File: config.mk
export PLATFORM = sky130hd
export DESIGN_NAME = dba_ctrl
export DESIGN_NICKNAME = d
export VERILOG_FILES = /design/src/dba_pkg.sv /design/src/dba_ctrl.sv /design/src/dba_sync.sv
export SDC_FILE = /design/constraint.sdc
export NUM_CORES = 1
export LEC_CHECK = 0
export ABC_AREA = 1
export ABC_CLOCK_PERIOD_IN_PS = 6830
export BUFFER_PORTS_ARGS = -buffer_cell sky130_fd_sc_hd__buf_2
export CELL_PAD_IN_SITES_DETAIL_PLACEMENT = 1
export CELL_PAD_IN_SITES_GLOBAL_PLACEMENT = 1
export CORE_MARGIN = 2
export CORE_UTILIZATION = 40
export CTS_BUF_LIST = sky130_fd_sc_hd__clkbuf_16
export CTS_CLUSTER_DIAMETER = 30
export DETAILED_ROUTE_END_ITERATION = 10
export PLACE_DENSITY_LB_ADDON = 0.1
export SYNTH_ARGS = -nofsm -noshare
export SYNTH_HDL_FRONTEND = slang
export SYNTH_HIERARCHICAL = 1
export SYNTH_SLANG_ARGS = --single-unit
File: constraint.sdc
create_clock -name pclk -period 6.83 [get_ports pclk]
set_input_delay 0.3415 -clock pclk [delete_from_list [all_inputs] [get_ports pclk]]
set_output_delay 0.3415 -clock pclk [all_outputs]
set_load 0.05 [all_outputs]
File: src/dba_pkg.sv
package dba_pkg;

	// Pin and storage widths.
	localparam int ADDR_W = 13;
	localparam int BANK_W = 2;
	localparam int DQ_W   = 16;
	localparam int MASK_W = DQ_W / 8;
	localparam int SLOTS  = 8;
	localparam int LAT_W  = 3;
	localparam int CFG_W  = 9;

	// Register byte offsets on the APB side.
	localparam logic [7:0] OFF_CMD    = 8'h00;
	localparam logic [7:0] OFF_ADDR   = 8'h04;
	localparam logic [7:0] OFF_CFG    = 8'h08;
	localparam logic [7:0] OFF_STATUS = 8'h0c;
	localparam logic [7:0] OFF_MASK   = 8'h10;
	localparam logic [3:0] WIN_WDATA  = 4'h2;
	localparam logic [3:0] WIN_RDATA  = 4'h3;

	// Command codes written to the command register.
	localparam logic [2:0] OP_NONE  = 3'h0;
	localparam logic [2:0] OP_READ  = 3'h1;
	localparam logic [2:0] OP_WRITE = 3'h2;
	localparam logic [2:0] OP_PRE   = 3'h3;
	localparam logic [2:0] OP_BASE  = 3'h4;
	localparam logic [2:0] OP_EXT   = 3'h5;

	// Configuration register fields and reset value.
	localparam int CFG_BL8_BIT  = 0;
	localparam int CFG_ILV_BIT  = 1;
	localparam int CFG_CL_LSB   = 2;
	localparam int CFG_AL_LSB   = 5;
	localparam int CFG_DIFF_BIT = 8;
	localparam logic [CFG_W-1:0] CFG_RST = 9'h10c;

	// Mode register address fields.
	localparam int MR_BL_LSB  = 0;
	localparam int MR_BT_BIT  = 3;
	localparam int MR_CL_LSB  = 4;
	localparam int EMR_AL_LSB = 3;
	localparam int EMR_DQSN_OFF_BIT = 10;
	localparam int AUTO_PRE_BIT = 10;
	localparam logic [2:0] BL_CODE4 = 3'h2;
	localparam logic [2:0] BL_CODE8 = 3'h3;
	localparam logic [BANK_W-1:0] BA_BASE = 2'h0;
	localparam logic [BANK_W-1:0] BA_EXT  = 2'h1;
	localparam logic [LAT_W-1:0] AL_MAX  = 3'h5;

	// Timing counts in link clock edges and cycles.
	localparam logic [6:0] BL_SHORT  = 7'h04;
	localparam logic [6:0] BL_LONG   = 7'h08;
	localparam logic [6:0] EDGE_STEP = 7'h01;
	localparam logic [7:0] REC_SHORT = 8'h01;
	localparam logic [1:0] PH_FALL   = 2'h1;
	localparam logic [1:0] PH_RISE   = 2'h3;

	// Column offset of a given beat inside the burst.
	function automatic logic [2:0] burst_slot(input logic [2:0] start, input logic [2:0] beat,
		input logic bl8, input logic ilv);
		logic [2:0] s;
		s = 3'h0;
		if (ilv) begin
			s = start ^ beat;
		end else begin
			s = {start[2] ^ beat[2], 2'(start[1:0] + beat[1:0])};
		end
		if (!bl8) begin
			s[2] = 1'b0;
		end
		return s;
	endfunction : burst_slot

endpackage : dba_pkg

File: src/dba_ctrl.sv
// Functional notes
// - Burst length loaded through base mode bits.
// - Burst type loaded through base bit three.
// - Never truncate a length four burst.
// - No burst stop; bursts always run out.
// - Read: select, column low; row, write high.
// - Latencies programmed via base and extended loads.
// - Write: select, column, write low; row high.
// - Write latency is read latency minus one.
// - Write strobe preamble one clock before latency.
// - Wait write recovery before next command.
// - One mask bit per byte, data timing.
// - Precharge: select, row, write low; column high.
// - A10 on read or write requests auto precharge.
//
// The address map and the APB interface to the registers were chosen for this implementation.
`timescale 1ns/100ps
module dba_ctrl #(
	parameter int REC_CK = 4
) (
	// APB slave.
	input  wire logic                         pclk,
	input  wire logic                         presetn,
	input  wire logic                         psel,
	input  wire logic                         penable,
	input  wire logic                         pwrite,
	input  wire logic [7:0]                   paddr,
	input  wire logic [31:0]                  pwdata,
	output logic      [31:0]                  prdata,
	output logic                              pready,
	output logic                              pslverr,
	// Memory clock and command pins.
	output logic                              ck,
	output logic                              ck_n,
	output logic                              cs_n,
	output logic                              ras_n,
	output logic                              cas_n,
	output logic                              we_n,
	output logic      [dba_pkg::BANK_W-1:0]   ba,
	output logic      [dba_pkg::ADDR_W-1:0]   addr,
	// Data, strobe and mask pins.
	input  wire logic [dba_pkg::DQ_W-1:0]     dq_in,
	output logic      [dba_pkg::DQ_W-1:0]     dq_out,
	output logic                              dq_oe,
	input  wire logic                         dqs_in,
	output logic                              dqs_out,
	output logic                              dqs_oe,
	output logic                              dqs_n_out,
	output logic                              dqs_n_oe,
	output logic      [dba_pkg::MASK_W-1:0]   byte_write_mask
);
	typedef enum logic [2:0] {ST_IDLE, ST_ISSUE, ST_HOLD, ST_DATA, ST_RECOV} dba_state_t;

	dba_state_t                  state_reg;
	logic [2:0]                  op_reg;
	logic [6:0]                  e_reg;
	logic [7:0]                  rec_reg;
	logic                        done_reg;
	logic [1:0]                  ph_reg;
	logic [dba_pkg::ADDR_W-1:0]  col_reg;
	logic [dba_pkg::BANK_W-1:0]  bank_reg;
	logic [dba_pkg::CFG_W-1:0]   cfg_reg;
	logic [dba_pkg::MASK_W*dba_pkg::SLOTS-1:0] mask_reg;
	logic [dba_pkg::DQ_W-1:0]    wslot_reg [dba_pkg::SLOTS];
	logic [dba_pkg::DQ_W-1:0]    rslot_reg [dba_pkg::SLOTS];
	logic [3:0]                  rd_cnt_reg;
	logic                        dqs_d_reg;
	logic [dba_pkg::DQ_W:0]      in_s;
	logic [dba_pkg::DQ_W-1:0]    dq_s;
	logic                        dqs_s;

	logic                        rise_ev;
	logic                        fall_ev;
	logic                        edge_ev;
	logic                        mid_ev;
	logic                        wr_acc;
	logic                        cmd_go;
	logic                        addr_ok;
	logic [31:0]                 rd_mux;
	logic                        bl8;
	logic                        ilv;
	logic                        diff;
	logic [dba_pkg::LAT_W-1:0]   cl;
	logic [dba_pkg::LAT_W-1:0]   al_eff;
	logic [6:0]                  rl2;
	logic [6:0]                  wl2;
	logic [6:0]                  bl_beats;
	logic [6:0]                  e_next;
	logic [6:0]                  wbeat;
	logic [6:0]                  lvl_diff;
	logic [2:0]                  wslot_idx;
	logic [2:0]                  rslot_idx;
	logic                        wr_act;
	logic                        rd_act;
	logic [dba_pkg::ADDR_W-1:0]  cmd_addr;
	logic [dba_pkg::BANK_W-1:0]  cmd_ba;
	logic [2:0]                  cmd_pat;

	dba_sync #(.W(dba_pkg::DQ_W + 1)) u_sync (
		.clk   (pclk),
		.rst_n (presetn),
		.d     ({dqs_in, dq_in}),
		.q_reg (in_s)
	);
	assign dqs_s = in_s[dba_pkg::DQ_W];
	assign dq_s  = in_s[dba_pkg::DQ_W-1:0];

	// Configuration decode and latency arithmetic.
	always_comb begin
		bl8      = cfg_reg[dba_pkg::CFG_BL8_BIT];
		ilv      = cfg_reg[dba_pkg::CFG_ILV_BIT];
		diff     = cfg_reg[dba_pkg::CFG_DIFF_BIT];
		cl       = cfg_reg[dba_pkg::CFG_CL_LSB +: dba_pkg::LAT_W];
		al_eff   = cfg_reg[dba_pkg::CFG_AL_LSB +: dba_pkg::LAT_W];
		if (al_eff > dba_pkg::AL_MAX) begin
			al_eff = dba_pkg::AL_MAX;
		end
		rl2      = {3'h0, 4'({1'b0, al_eff} + {1'b0, cl})} << 1;
		wl2      = rl2 - (dba_pkg::EDGE_STEP << 1);
		bl_beats = bl8 ? dba_pkg::BL_LONG : dba_pkg::BL_SHORT;
		e_next   = e_reg + dba_pkg::EDGE_STEP;
		wbeat    = e_reg - wl2;
		lvl_diff = e_next - wl2;
		wslot_idx = dba_pkg::burst_slot(col_reg[2:0], wbeat[2:0], bl8, ilv);
		rslot_idx = dba_pkg::burst_slot(col_reg[2:0], rd_cnt_reg[2:0], bl8, ilv);
	end

	assign rise_ev = (ph_reg == dba_pkg::PH_RISE);
	assign fall_ev = (ph_reg == dba_pkg::PH_FALL);
	assign edge_ev = rise_ev || fall_ev;
	assign mid_ev  = !edge_ev;
	assign wr_act  = (state_reg == ST_HOLD || state_reg == ST_DATA) && op_reg == dba_pkg::OP_WRITE;
	assign rd_act  = (state_reg == ST_DATA) && op_reg == dba_pkg::OP_READ;
	assign wr_acc  = psel && penable && pwrite && pready;
	assign cmd_go  = wr_acc && paddr == dba_pkg::OFF_CMD && state_reg == ST_IDLE
		&& pwdata[2:0] != dba_pkg::OP_NONE && pwdata[2:0] <= dba_pkg::OP_EXT;

	// Link clock divider: four bus clocks per memory clock.
	always_ff @(posedge pclk or negedge presetn) begin
		if (!presetn) begin
			ph_reg <= 2'h0;
			ck     <= 1'b0;
			ck_n   <= 1'b1;
		end else begin
			ph_reg <= ph_reg + 2'h1;
			if (rise_ev) begin
				ck   <= 1'b1;
				ck_n <= 1'b0;
			end else if (fall_ev) begin
				ck   <= 1'b0;
				ck_n <= 1'b1;
			end
		end
	end

	// APB register decode.
	always_comb begin
		addr_ok = paddr[1:0] == 2'h0 && (paddr <= dba_pkg::OFF_MASK
			|| paddr[7:4] == dba_pkg::WIN_WDATA || paddr[7:4] == dba_pkg::WIN_RDATA);
		rd_mux = 32'h0;
		case (paddr)
			dba_pkg::OFF_CMD:    rd_mux = {29'h0, op_reg};
			dba_pkg::OFF_ADDR:   rd_mux = {17'h0, bank_reg, col_reg};
			dba_pkg::OFF_CFG:    rd_mux = {23'h0, cfg_reg};
			dba_pkg::OFF_STATUS: rd_mux = {30'h0, done_reg, state_reg != ST_IDLE};
			dba_pkg::OFF_MASK:   rd_mux = {16'h0, mask_reg};
			default: begin
				if (paddr[7:4] == dba_pkg::WIN_WDATA) begin
					rd_mux = {wslot_reg[{paddr[3:2], 1'b1}], wslot_reg[{paddr[3:2], 1'b0}]};
				end else if (paddr[7:4] == dba_pkg::WIN_RDATA) begin
					rd_mux = {rslot_reg[{paddr[3:2], 1'b1}], rslot_reg[{paddr[3:2], 1'b0}]};
				end
			end
		endcase
	end

	// APB answer: one wait-free access phase after every setup.
	always_ff @(posedge pclk or negedge presetn) begin
		if (!presetn) begin
			pready  <= 1'b0;
			pslverr <= 1'b0;
			prdata  <= 32'h0;
		end else begin
			pready  <= psel && !penable;
			pslverr <= psel && !penable && !addr_ok;
			if (psel && !penable && !pwrite) begin
				prdata <= rd_mux;
			end
		end
	end

	// Software registers; configuration is frozen while a command runs.
	always_ff @(posedge pclk or negedge presetn) begin
		if (!presetn) begin
			col_reg  <= '0;
			bank_reg <= '0;
			cfg_reg  <= dba_pkg::CFG_RST;
			mask_reg <= '0;
			for (int i = 0; i < dba_pkg::SLOTS; i++) begin
				wslot_reg[i] <= '0;
			end
		end else if (wr_acc) begin
			if (paddr == dba_pkg::OFF_ADDR) begin
				{bank_reg, col_reg} <= pwdata[dba_pkg::BANK_W+dba_pkg::ADDR_W-1:0];
			end
			if (paddr == dba_pkg::OFF_CFG && state_reg == ST_IDLE) begin
				cfg_reg <= pwdata[dba_pkg::CFG_W-1:0];
			end
			if (paddr == dba_pkg::OFF_MASK) begin
				mask_reg <= pwdata[dba_pkg::MASK_W*dba_pkg::SLOTS-1:0];
			end
			if (paddr[7:4] == dba_pkg::WIN_WDATA && paddr[1:0] == 2'h0) begin
				wslot_reg[{paddr[3:2], 1'b0}] <= pwdata[15:0];
				wslot_reg[{paddr[3:2], 1'b1}] <= pwdata[31:16];
			end
		end
	end

	// Command sequencer.
	always_ff @(posedge pclk or negedge presetn) begin
		if (!presetn) begin
			state_reg <= ST_IDLE;
			op_reg    <= dba_pkg::OP_NONE;
			e_reg     <= 7'h0;
			rec_reg   <= 8'h0;
			done_reg  <= 1'b0;
		end else begin
			if (edge_ev) begin
				e_reg <= e_next;
			end
			case (state_reg)
				ST_IDLE: begin
					if (cmd_go) begin
						state_reg <= ST_ISSUE;
						op_reg    <= pwdata[2:0];
						done_reg  <= 1'b0;
					end
				end
				ST_ISSUE: begin
					if (fall_ev) begin
						state_reg <= ST_HOLD;
						e_reg     <= 7'h0;
					end
				end
				ST_HOLD: begin
					if (fall_ev) begin
						if (op_reg == dba_pkg::OP_READ || op_reg == dba_pkg::OP_WRITE) begin
							state_reg <= ST_DATA;
						end else begin
							state_reg <= ST_RECOV;
							rec_reg   <= dba_pkg::REC_SHORT;
						end
					end
				end
				ST_DATA: begin
					if (op_reg == dba_pkg::OP_WRITE && edge_ev && e_next == wl2 + bl_beats + 7'h02) begin
						state_reg <= ST_RECOV;
						rec_reg   <= 8'(REC_CK);
					end else if (op_reg == dba_pkg::OP_READ && rd_cnt_reg == bl_beats[3:0]) begin
						state_reg <= ST_RECOV;
						rec_reg   <= dba_pkg::REC_SHORT;
					end
				end
				ST_RECOV: begin
					if (rise_ev) begin
						if (rec_reg <= dba_pkg::REC_SHORT) begin
							state_reg <= ST_IDLE;
							done_reg  <= 1'b1;
						end else begin
							rec_reg <= rec_reg - 8'h01;
						end
					end
				end
				default: state_reg <= ST_IDLE;
			endcase
		end
	end

	// Command pin values for the pending operation.
	always_comb begin
		cmd_addr = col_reg;
		cmd_ba   = bank_reg;
		cmd_pat  = 3'h7;
		case (op_reg)
			dba_pkg::OP_READ:  cmd_pat = 3'h5;
			dba_pkg::OP_WRITE: cmd_pat = 3'h4;
			dba_pkg::OP_PRE:   cmd_pat = 3'h2;
			dba_pkg::OP_BASE: begin
				cmd_pat  = 3'h0;
				cmd_ba   = dba_pkg::BA_BASE;
				cmd_addr = '0;
				cmd_addr[dba_pkg::MR_BL_LSB +: 3] = bl8 ? dba_pkg::BL_CODE8 : dba_pkg::BL_CODE4;
				cmd_addr[dba_pkg::MR_BT_BIT] = ilv;
				cmd_addr[dba_pkg::MR_CL_LSB +: dba_pkg::LAT_W] = cl;
			end
			dba_pkg::OP_EXT: begin
				cmd_pat  = 3'h0;
				cmd_ba   = dba_pkg::BA_EXT;
				cmd_addr = '0;
				cmd_addr[dba_pkg::EMR_AL_LSB +: dba_pkg::LAT_W] = al_eff;
				cmd_addr[dba_pkg::EMR_DQSN_OFF_BIT] = !diff;
			end
			default: cmd_pat = 3'h7;
		endcase
	end

	// Command pins change on the falling memory clock edge.
	always_ff @(posedge pclk or negedge presetn) begin
		if (!presetn) begin
			cs_n  <= 1'b1;
			ras_n <= 1'b1;
			cas_n <= 1'b1;
			we_n  <= 1'b1;
			ba    <= '0;
			addr  <= '0;
		end else if (fall_ev && state_reg == ST_ISSUE) begin
			cs_n  <= 1'b0;
			{ras_n, cas_n, we_n} <= cmd_pat;
			ba    <= cmd_ba;
			addr  <= cmd_addr;
		end else if (fall_ev && state_reg == ST_HOLD) begin
			cs_n  <= 1'b1;
			{ras_n, cas_n, we_n} <= 3'h7;
		end
	end

	// Write burst: data one bus clock ahead of each strobe edge.
	always_ff @(posedge pclk or negedge presetn) begin
		if (!presetn) begin
			dq_out          <= '0;
			dq_oe           <= 1'b0;
			byte_write_mask <= '0;
			dqs_out         <= 1'b0;
			dqs_oe          <= 1'b0;
			dqs_n_out       <= 1'b1;
			dqs_n_oe        <= 1'b0;
		end else if (wr_act) begin
			if (mid_ev && e_reg >= wl2 && wbeat < bl_beats) begin
				dq_out <= wslot_reg[wslot_idx];
				dq_oe  <= 1'b1;
				byte_write_mask <= mask_reg[{wslot_idx, 1'b0} +: dba_pkg::MASK_W];
			end
			if (edge_ev) begin
				if (e_next == wl2 - dba_pkg::EDGE_STEP) begin
					dqs_oe    <= 1'b1;
					dqs_out   <= 1'b0;
					dqs_n_oe  <= diff;
					dqs_n_out <= 1'b1;
				end else if (e_next > wl2 && e_next <= wl2 + bl_beats) begin
					dqs_out   <= lvl_diff[0];
					dqs_n_out <= !lvl_diff[0];
				end else if (e_next == wl2 + bl_beats + 7'h02) begin
					dq_oe           <= 1'b0;
					byte_write_mask <= '0;
					dqs_oe          <= 1'b0;
					dqs_n_oe        <= 1'b0;
				end
			end
		end
	end

	// Read burst: one beat per synchronised strobe edge after the preamble.
	always_ff @(posedge pclk or negedge presetn) begin
		if (!presetn) begin
			rd_cnt_reg <= 4'h0;
			dqs_d_reg  <= 1'b0;
			for (int i = 0; i < dba_pkg::SLOTS; i++) begin
				rslot_reg[i] <= '0;
			end
		end else begin
			dqs_d_reg <= dqs_s;
			if (state_reg != ST_DATA) begin
				rd_cnt_reg <= 4'h0;
			end else if (rd_act && e_reg > rl2 && dqs_s != dqs_d_reg && rd_cnt_reg < bl_beats[3:0]) begin
				rslot_reg[rslot_idx] <= dq_s;
				rd_cnt_reg <= rd_cnt_reg + 4'h1;
			end
		end
	end

	// Helper: strobe edges while the write strobe is driven.
	logic [3:0] tog_cnt;
	logic       dqs_q;
	always_ff @(posedge pclk or negedge presetn) begin
		if (!presetn) begin
			tog_cnt <= 4'h0;
			dqs_q   <= 1'b0;
		end else begin
			dqs_q <= dqs_out;
			if (!dqs_oe) begin
				tog_cnt <= 4'h0;
			end else if (dqs_out != dqs_q) begin
				tog_cnt <= tog_cnt + 4'h1;
			end
		end
	end
endmodule : dba_ctrl

File: src/dba_sync.sv
`timescale 1ns/100ps
module dba_sync #(
	parameter int W = 1
) (
	// Clock and reset.
	input  wire logic         clk,
	input  wire logic         rst_n,
	// Asynchronous input and its synchronised copy.
	input  wire logic [W-1:0] d,
	output logic      [W-1:0] q_reg
);
	logic [W-1:0] meta_reg;

	always_ff @(posedge clk or negedge rst_n) begin
		if (!rst_n) begin
			meta_reg <= '0;
			q_reg    <= '0;
		end else begin
			meta_reg <= d;
			q_reg    <= meta_reg;
		end
	end
endmodule : dba_sync

; ---- Yosys cells after proc, flatten, opt, wreduce, memory -nomap -nowiden
; Cells that the tools add are included.
[op_classes]
n_reduce_logical = 65
eq_ne = 31
n_lt_le_gt_ge = 17
n_shift = 1
n_bitwise = 9
mux = 89
n_addsub = 13
[ops]
columns = cell, n
row1 = bitwise mux 128 bit, 3
row2 = binary-select mux 16 bit (select 3 bit), 5
row3 = two-way mux 16 bit, 13
row4 = one-hot mux 32 bit (5 select lines), 1
row5 = demux 16 bit (select 3 bit), 3
row6 = two-way mux 32 bit, 2
row7 = two-way mux 8 bit, 6
row8 = two-way mux 3 bit, 11
row9 = logical AND 1 bit, 29
row10 = two-way mux 1 bit, 28
row11 = one-hot mux 13 bit (2 select lines), 1
row12 = one-hot mux 8 bit (3 select lines), 1
row13 = two-way mux 7 bit, 3
row14 = "== test 8 x 4 -> 1 bit, second input constant", 2
row15 = "greater-or-equal comparator 4 bit, second input constant", 4
row16 = "inequality test 2 bit, second input constant", 8
row17 = inverter 3 -> 4 bit, 4
row18 = indexed part select 16 x 5 -> 2 bit, 1
row19 = one-hot mux 3 bit (5 select lines), 1
row20 = == test 7 bit, 2
row21 = AND reduction 2 bit, 7
row22 = "== test 3 x 2 -> 1 bit, second input constant", 4
row23 = "< comparator 4 x 1 -> 1 bit, second input constant", 3
row24 = two-way mux 4 bit, 3
row25 = 51 further kinds, 80
[totals]
reg_bits = 437
out_inout_bits = 78

; ---- Depth between registers and ports, before layout
[depth]
word_depth = 14
mapped_depth = 25
mapped_depth_nobuf = 25

; ---- By module
; Netlist, hierarchy kept.
[by_module_without_submodules]
columns = mod, cells_each, area_each_um2, seq_area_each_um2, instances
row1 = dba_ctrl, 2421, 19932.9, 10095.9, 1
row2 = dba_sync, 34, 850.8, 850.8, 1

; ---- Worst setup path before layout
; OpenSTA, ideal clock, no wires.
[synth_path]
path_type = register to register
startpoint = reg cfg_reg[7] (netlist bit)
endpoint = reg dq_out[10] (netlist bit)
arrival_ps = 3880
slack_ps = 2830
setup_ps = 119
required_ps = 6711
path_stages_with_launch = 21
period_less_slack_ps = 4000
cell_sequence = dfrtp_1 -> a21o_1 -> ha_1 -> inv_1 -> fa_1 -> ha_1 -> or2_2 -> nand2_1 -> inv_1 -> ha_1 -> xnor2_1 -> ha_1 -> a211oi_1 -> o21ai_0 -> nor3_2 -> nand2_2 -> nor2_8 -> inv_4 -> buf_6 -> nand2_1 -> nand2_1
[synth_between]
elab_chain_cells = 12
elab_cells_between_ends = 19
classes_between = add/sub: 4 / order compare: 3 / mux: 6 / bitwise: 3 / reduce/logical: 3
[synth_lines]
columns = element, line
row1 = start: declaration, dba_ctrl.sv:62  ; logic [dba_pkg::CFG_W-1:0] cfg_reg;
row2 = start signal: assignment, dba_ctrl.sv:197  ; cfg_reg <= dba_pkg::CFG_RST;
row3 = start signal: assignment, dba_ctrl.sv:207  ; cfg_reg <= pwdata[dba_pkg::CFG_W-1:0];
row4 = > comparator 3 bit, dba_ctrl.sv:115  ; if (al_eff > dba_pkg::AL_MAX) begin
row5 = two-way mux 3 bit (*), dba_ctrl.sv:115
row6 = adder 3 x 3 -> 4 bit (*), dba_ctrl.sv:118  ; rl2 = {3'h0, 4'({1'b0, al_eff} + {1'b0, cl})} << 1;
row7 = subtractor 5 x 2 -> 6 bit (*), dba_ctrl.sv:119  ; wl2 = rl2 - (dba_pkg::EDGE_STEP << 1);
row8 = "parallel branches: the longest is 8 deep, another holds subtractor 7 bit", n/a
row9 = end signal: assignment, dba_ctrl.sv:339  ; dq_out <= wslot_reg[wslot_idx];
row10 = end: declaration, dba_ctrl.sv:43  ; output logic [dba_pkg::DQ_W-1:0] dq_out,
; Every way passes the cells marked *. The select of a mux whose other input is x is not followed.
; A chain may end at the register's enable or synchronous reset.

; ---- Worst setup path after layout
[layout_path]
startpoint = reg cfg_reg[7] (netlist bit)
endpoint = reg rec_reg[6]
[layout_between]
elab_chain_cells = 10
elab_cells_between_ends = 12
classes_between = add/sub: 4 / order compare: 1 / eq/ne: 2 / mux: 3 / reduce/logical: 2
[layout_lines]
columns = element, line
row1 = > comparator 3 bit, dba_ctrl.sv:115
row2 = two-way mux 3 bit (*), dba_ctrl.sv:115
row3 = adder 3 x 3 -> 4 bit (*), dba_ctrl.sv:118
row4 = subtractor 5 x 2 -> 6 bit (*), dba_ctrl.sv:119
row5 = adder 6 x 5 -> 7 bit (*), dba_ctrl.sv:256  ; if (op_reg == dba_pkg::OP_WRITE && edge_ev && e_next == wl2 + bl_beats + 7'h02) begin
row6 = adder 7 x 2 -> 7 bit (*), dba_ctrl.sv:256
row7 = == test 7 bit (*), dba_ctrl.sv:256
row8 = logical AND 1 bit (*), dba_ctrl.sv:256
row9 = inequality test 3 x 1 -> 1 bit (no source line) or two-way mux 8 bit (tied branches), n/a
row10 = AND reduction 6 bit (no source line) or one-hot mux 8 bit (3 select lines) (tied branches), n/a
row11 = end signal: assignment, dba_ctrl.sv:258  ; rec_reg <= 8'(REC_CK);
row12 = end signal: assignment, dba_ctrl.sv:261  ; rec_reg <= dba_pkg::REC_SHORT;
row13 = end signal: assignment, dba_ctrl.sv:270  ; rec_reg <= rec_reg - 8'h01;
row14 = end: declaration, dba_ctrl.sv:57  ; logic [7:0] rec_reg;
; Every way passes the cells marked *; elsewhere a longest branch is shown, timed or not.

==> out/metrics.cfg <==
[yosys]
synth_area_leaders=dfrtp_1, nand2_1, o21ai_0
synthesis.yosys.warnings=6
synth.distinct_cells=54
synth_enable_flop_cells=0
synthesis.area_mm2=0.0208
synth.cells.most_frequent=nand2_1, dfrtp_1, o21ai_0
synth_seq_area_share_pct=52.7
synthArstFlopShare_pct=100
yosys.cell_count.top_type=nand2_1
total_of_flip_flops_plus_latches_after_synthesis=437
synth.net_count=2558
yosysTopAreaCellShare_pct=51.5
synth_area_leader_cell=dfrtp_1
synth_flop_cell=dfrtp_1
netlist_instances=2455
synth.avg_cell_area_um2=8.47

[floorplan]
io-pin-count=140
floorplan.initialDensity_pct=40.5
coreArea_mm2=0.0513
floorplan.die.width_um=232
die_area_mm2=0.0538
floorplan.rows=83
die_boundary_height_um=232

[sta]
finalWorstSetupSlack_ps=1960
clock.fmax_mhz=205
post_route_fraction_of_the_period_consumed_by_the_critical_path_pct=71.3
worst_pin_slew_ps=1190
slew_viol_final=0
finClkSkew_ps=33.5
fin_crit_ps=4870
rsz0062_at_grt=no
fin_setup_tns_ps=0
setup_viol=0
max-slew-margin-rel_pct=20.2
final-hold-violation-count=0

[route]
route.layer.met1.wl_um=34300
met2_length_um=35400
uppermost_layer_routed=met4
routed_wire_length_per_instance_um=22.3
drc=0
met3WireLength_um=3790
postRouteWirelength_um=75900
drtPass1Iterations=5
detail_route_antenna_nets=0
vias_per_cell=5.57
vias=18943
drt_first_iter_violations=1331

[run_status]
result_of_the_run=finished clean

[setup_path]
most_common_cell_on_crit_path=nand2_1
crit_chain=a21o_1 -> ha_1 -> inv_1 -> fa_1 -> ha_1 -> or2_2 -> nand2_1 -> inv_1 -> fa_1 -> nor2_1 -> nand2_1 -> inv_1 -> nand3_1 -> nand2_1 -> nand2_1 -> nand2_1 -> nand3_1 -> nor2_2 -> nand2_1 -> nand3_2 -> nand2_1 -> nand2_1 -> nand2_1
timing.setup.critical_path_class=reg -> reg
crit_arrival_ps=5380
cp-start-kind=flop
worst_ep_required_time_ps=7340
cp_top_family=simple AND/OR/NAND/NOR gates
buffers_and_inverters_on_the_worst_path=3
timing.critical_path.slowest_cell_delay_ps=520
end_kind=flop
crit_slowest_cell=fa_1
critical_path_peak_fanout=13

[placement]
place.gp.congestion=0.862
dp_worst_setup_slack_ps=2000
port_buffers=139
place_hpwl_um=48900

[grt]
gr-total-overflow=0
first_global_vias=20018
track_usage_pct=28.7
grt_first_pass_wirelength_um=119000
antenna_violations_before_repair=0
grt_start_max_net_pins=176

[min_path]
holdCritPathClass=in -> reg

[clock_network]
h-tree-depth=3
clkLatencyLatePin_ps=650
clock_tree_from_tritoncts=yes
cts_root_buffer=clkbuf_16
cts-buffers-inserted=114
path_clk_slew_ps=40
post_cts_resize_count=0
numClockSinks=437
clock_path_buffers=3

[power]
ir_worst_vdd_mv=0.225
leakage_power_nw=12.5
pwr_density_cell_mw_per_mm2=374

[flow_run]
drv.max_cap_violation_count=0

[layout]
fin_nets=2725
antennaDiodeCount=0
layout-area-overhead-vs-synth_pct=26.4
layout-drive-gt1-share_pct=15.1

worst register-to-register path: cells and delay by family, from the launching register on:
family	cells	cell delay [ps]
AO/OA/AOI/OAI	1	210
adder cells (fa/ha/maj)	4	1510
buffers and inverters	3	300
flip-flops	1	440
AND/OR/NAND/NOR	15	2290
logic make-up after synthesis:
family | count (synthesis) | synth area share [%]
XOR/XNOR | 18 | 0.795
AO/OA/AOI/OAI | 698 | 19.4
AND/OR/NAND/NOR | 932 | 18.4
adder cells (fa/ha/maj) | 41 | 2.58
flip-flops | 437 | 52.7
buffers and inverters | 329 | 6.15
routing by layer:
layer | global-route usage [%] | vias to the layer above
met5 | 0 | -
met4 | 10.9 | 0
met1 | 39.1 | 9631
met2 | 45.9 | 521
met3 | 4.67 | 138
li1 | - | 8653
through the flow:
stage | power [mW] | util (%) | cells | hold slack (ps) | instance area (µm²)
floorplan | 3.77 | - | 2455 | 45.9 | 20800
global placement | 4.23 | 42.9 | 3166 | 334 | 22000
global route | 10.2 | 51.2 | 3399 | 55.6 | 26300
detailed placement | 4.26 | 42.9 | 3166 | 336 | 22000
CTS | 9.89 | 51.2 | 3399 | 4.17 | 26300
finish | 9.82 | 51.2 | 3399 | 30.7 | 26300
power by group:
part / leakage [nW] / switching, mW / total [mW] / internal, mW
clock network: 1.97 / 1.67 / 5.58 / 3.92
logic: 4.60 / 1.05 / 1.47 / 0.422
registers: 5.95 / 0.0888 / 2.77 / 2.68
total: 12.5 / 2.80 / 9.82 / 7.02
path summary, 6_finish.rpt:
check                              startpoint              end  slack (ps)  cells after the start
setup / recovery                   cfg_reg[7]       rec_reg[6]        1960                     23
hold / removal                     pwdata[25]   wslot_reg[105]          30                      3
setup reg to reg                   cfg_reg[7]       rec_reg[6]        1960                     23
hold reg to reg            u_sync/meta_reg[0]  u_sync/q_reg[0]         340                      0
max in group asynchronous             presetn    rslot_reg[27]        4780                      3
min in group asynchronous             presetn    wslot_reg[83]         410                      2
layout make-up:
| cell class | count | area (µm²) |
|---|---|---|
| multi-input cells | 1689 | 8580 |
| flip-flops and latches | 437 | 10900 |
| well taps | 680 | 851 |
| clock buffers | 116 | 2900 |
| fillers | 5991 | 25000 |
| clock inverters | 97 | 1130 |
| inverters | 197 | 742 |
| repair buffers | 183 | 1110 |
timing repair:
item | in CTS | in global routing
endpoints found under the hold margin | 134 | 0
setup endpoints to repair | 0 | 0
buffers inserted | 0 | 0
hold buffers | 20 | 0
cells in the final DEF (no fill, tap or decap), drive strengths merged, types with 11 or more instances in the layout:
cell type      n
o22ai         45
ha            38
a22oi         63
nand2        701
clkinv        47
o21ai        420
o2bb2ai       15
dfrtp        428
a21oi         64
bufinv        23
clkinvlp      19
nand4         23
nor3          13
a21o          11
nor2          84
clkbuf       116
nand3        100
xor2          11
inv          205
dlygate4sd3   20
o211ai        28
buf          163
o31ai         17
a221oi        14
Note: power is estimated with default switching activity, not from simulation.
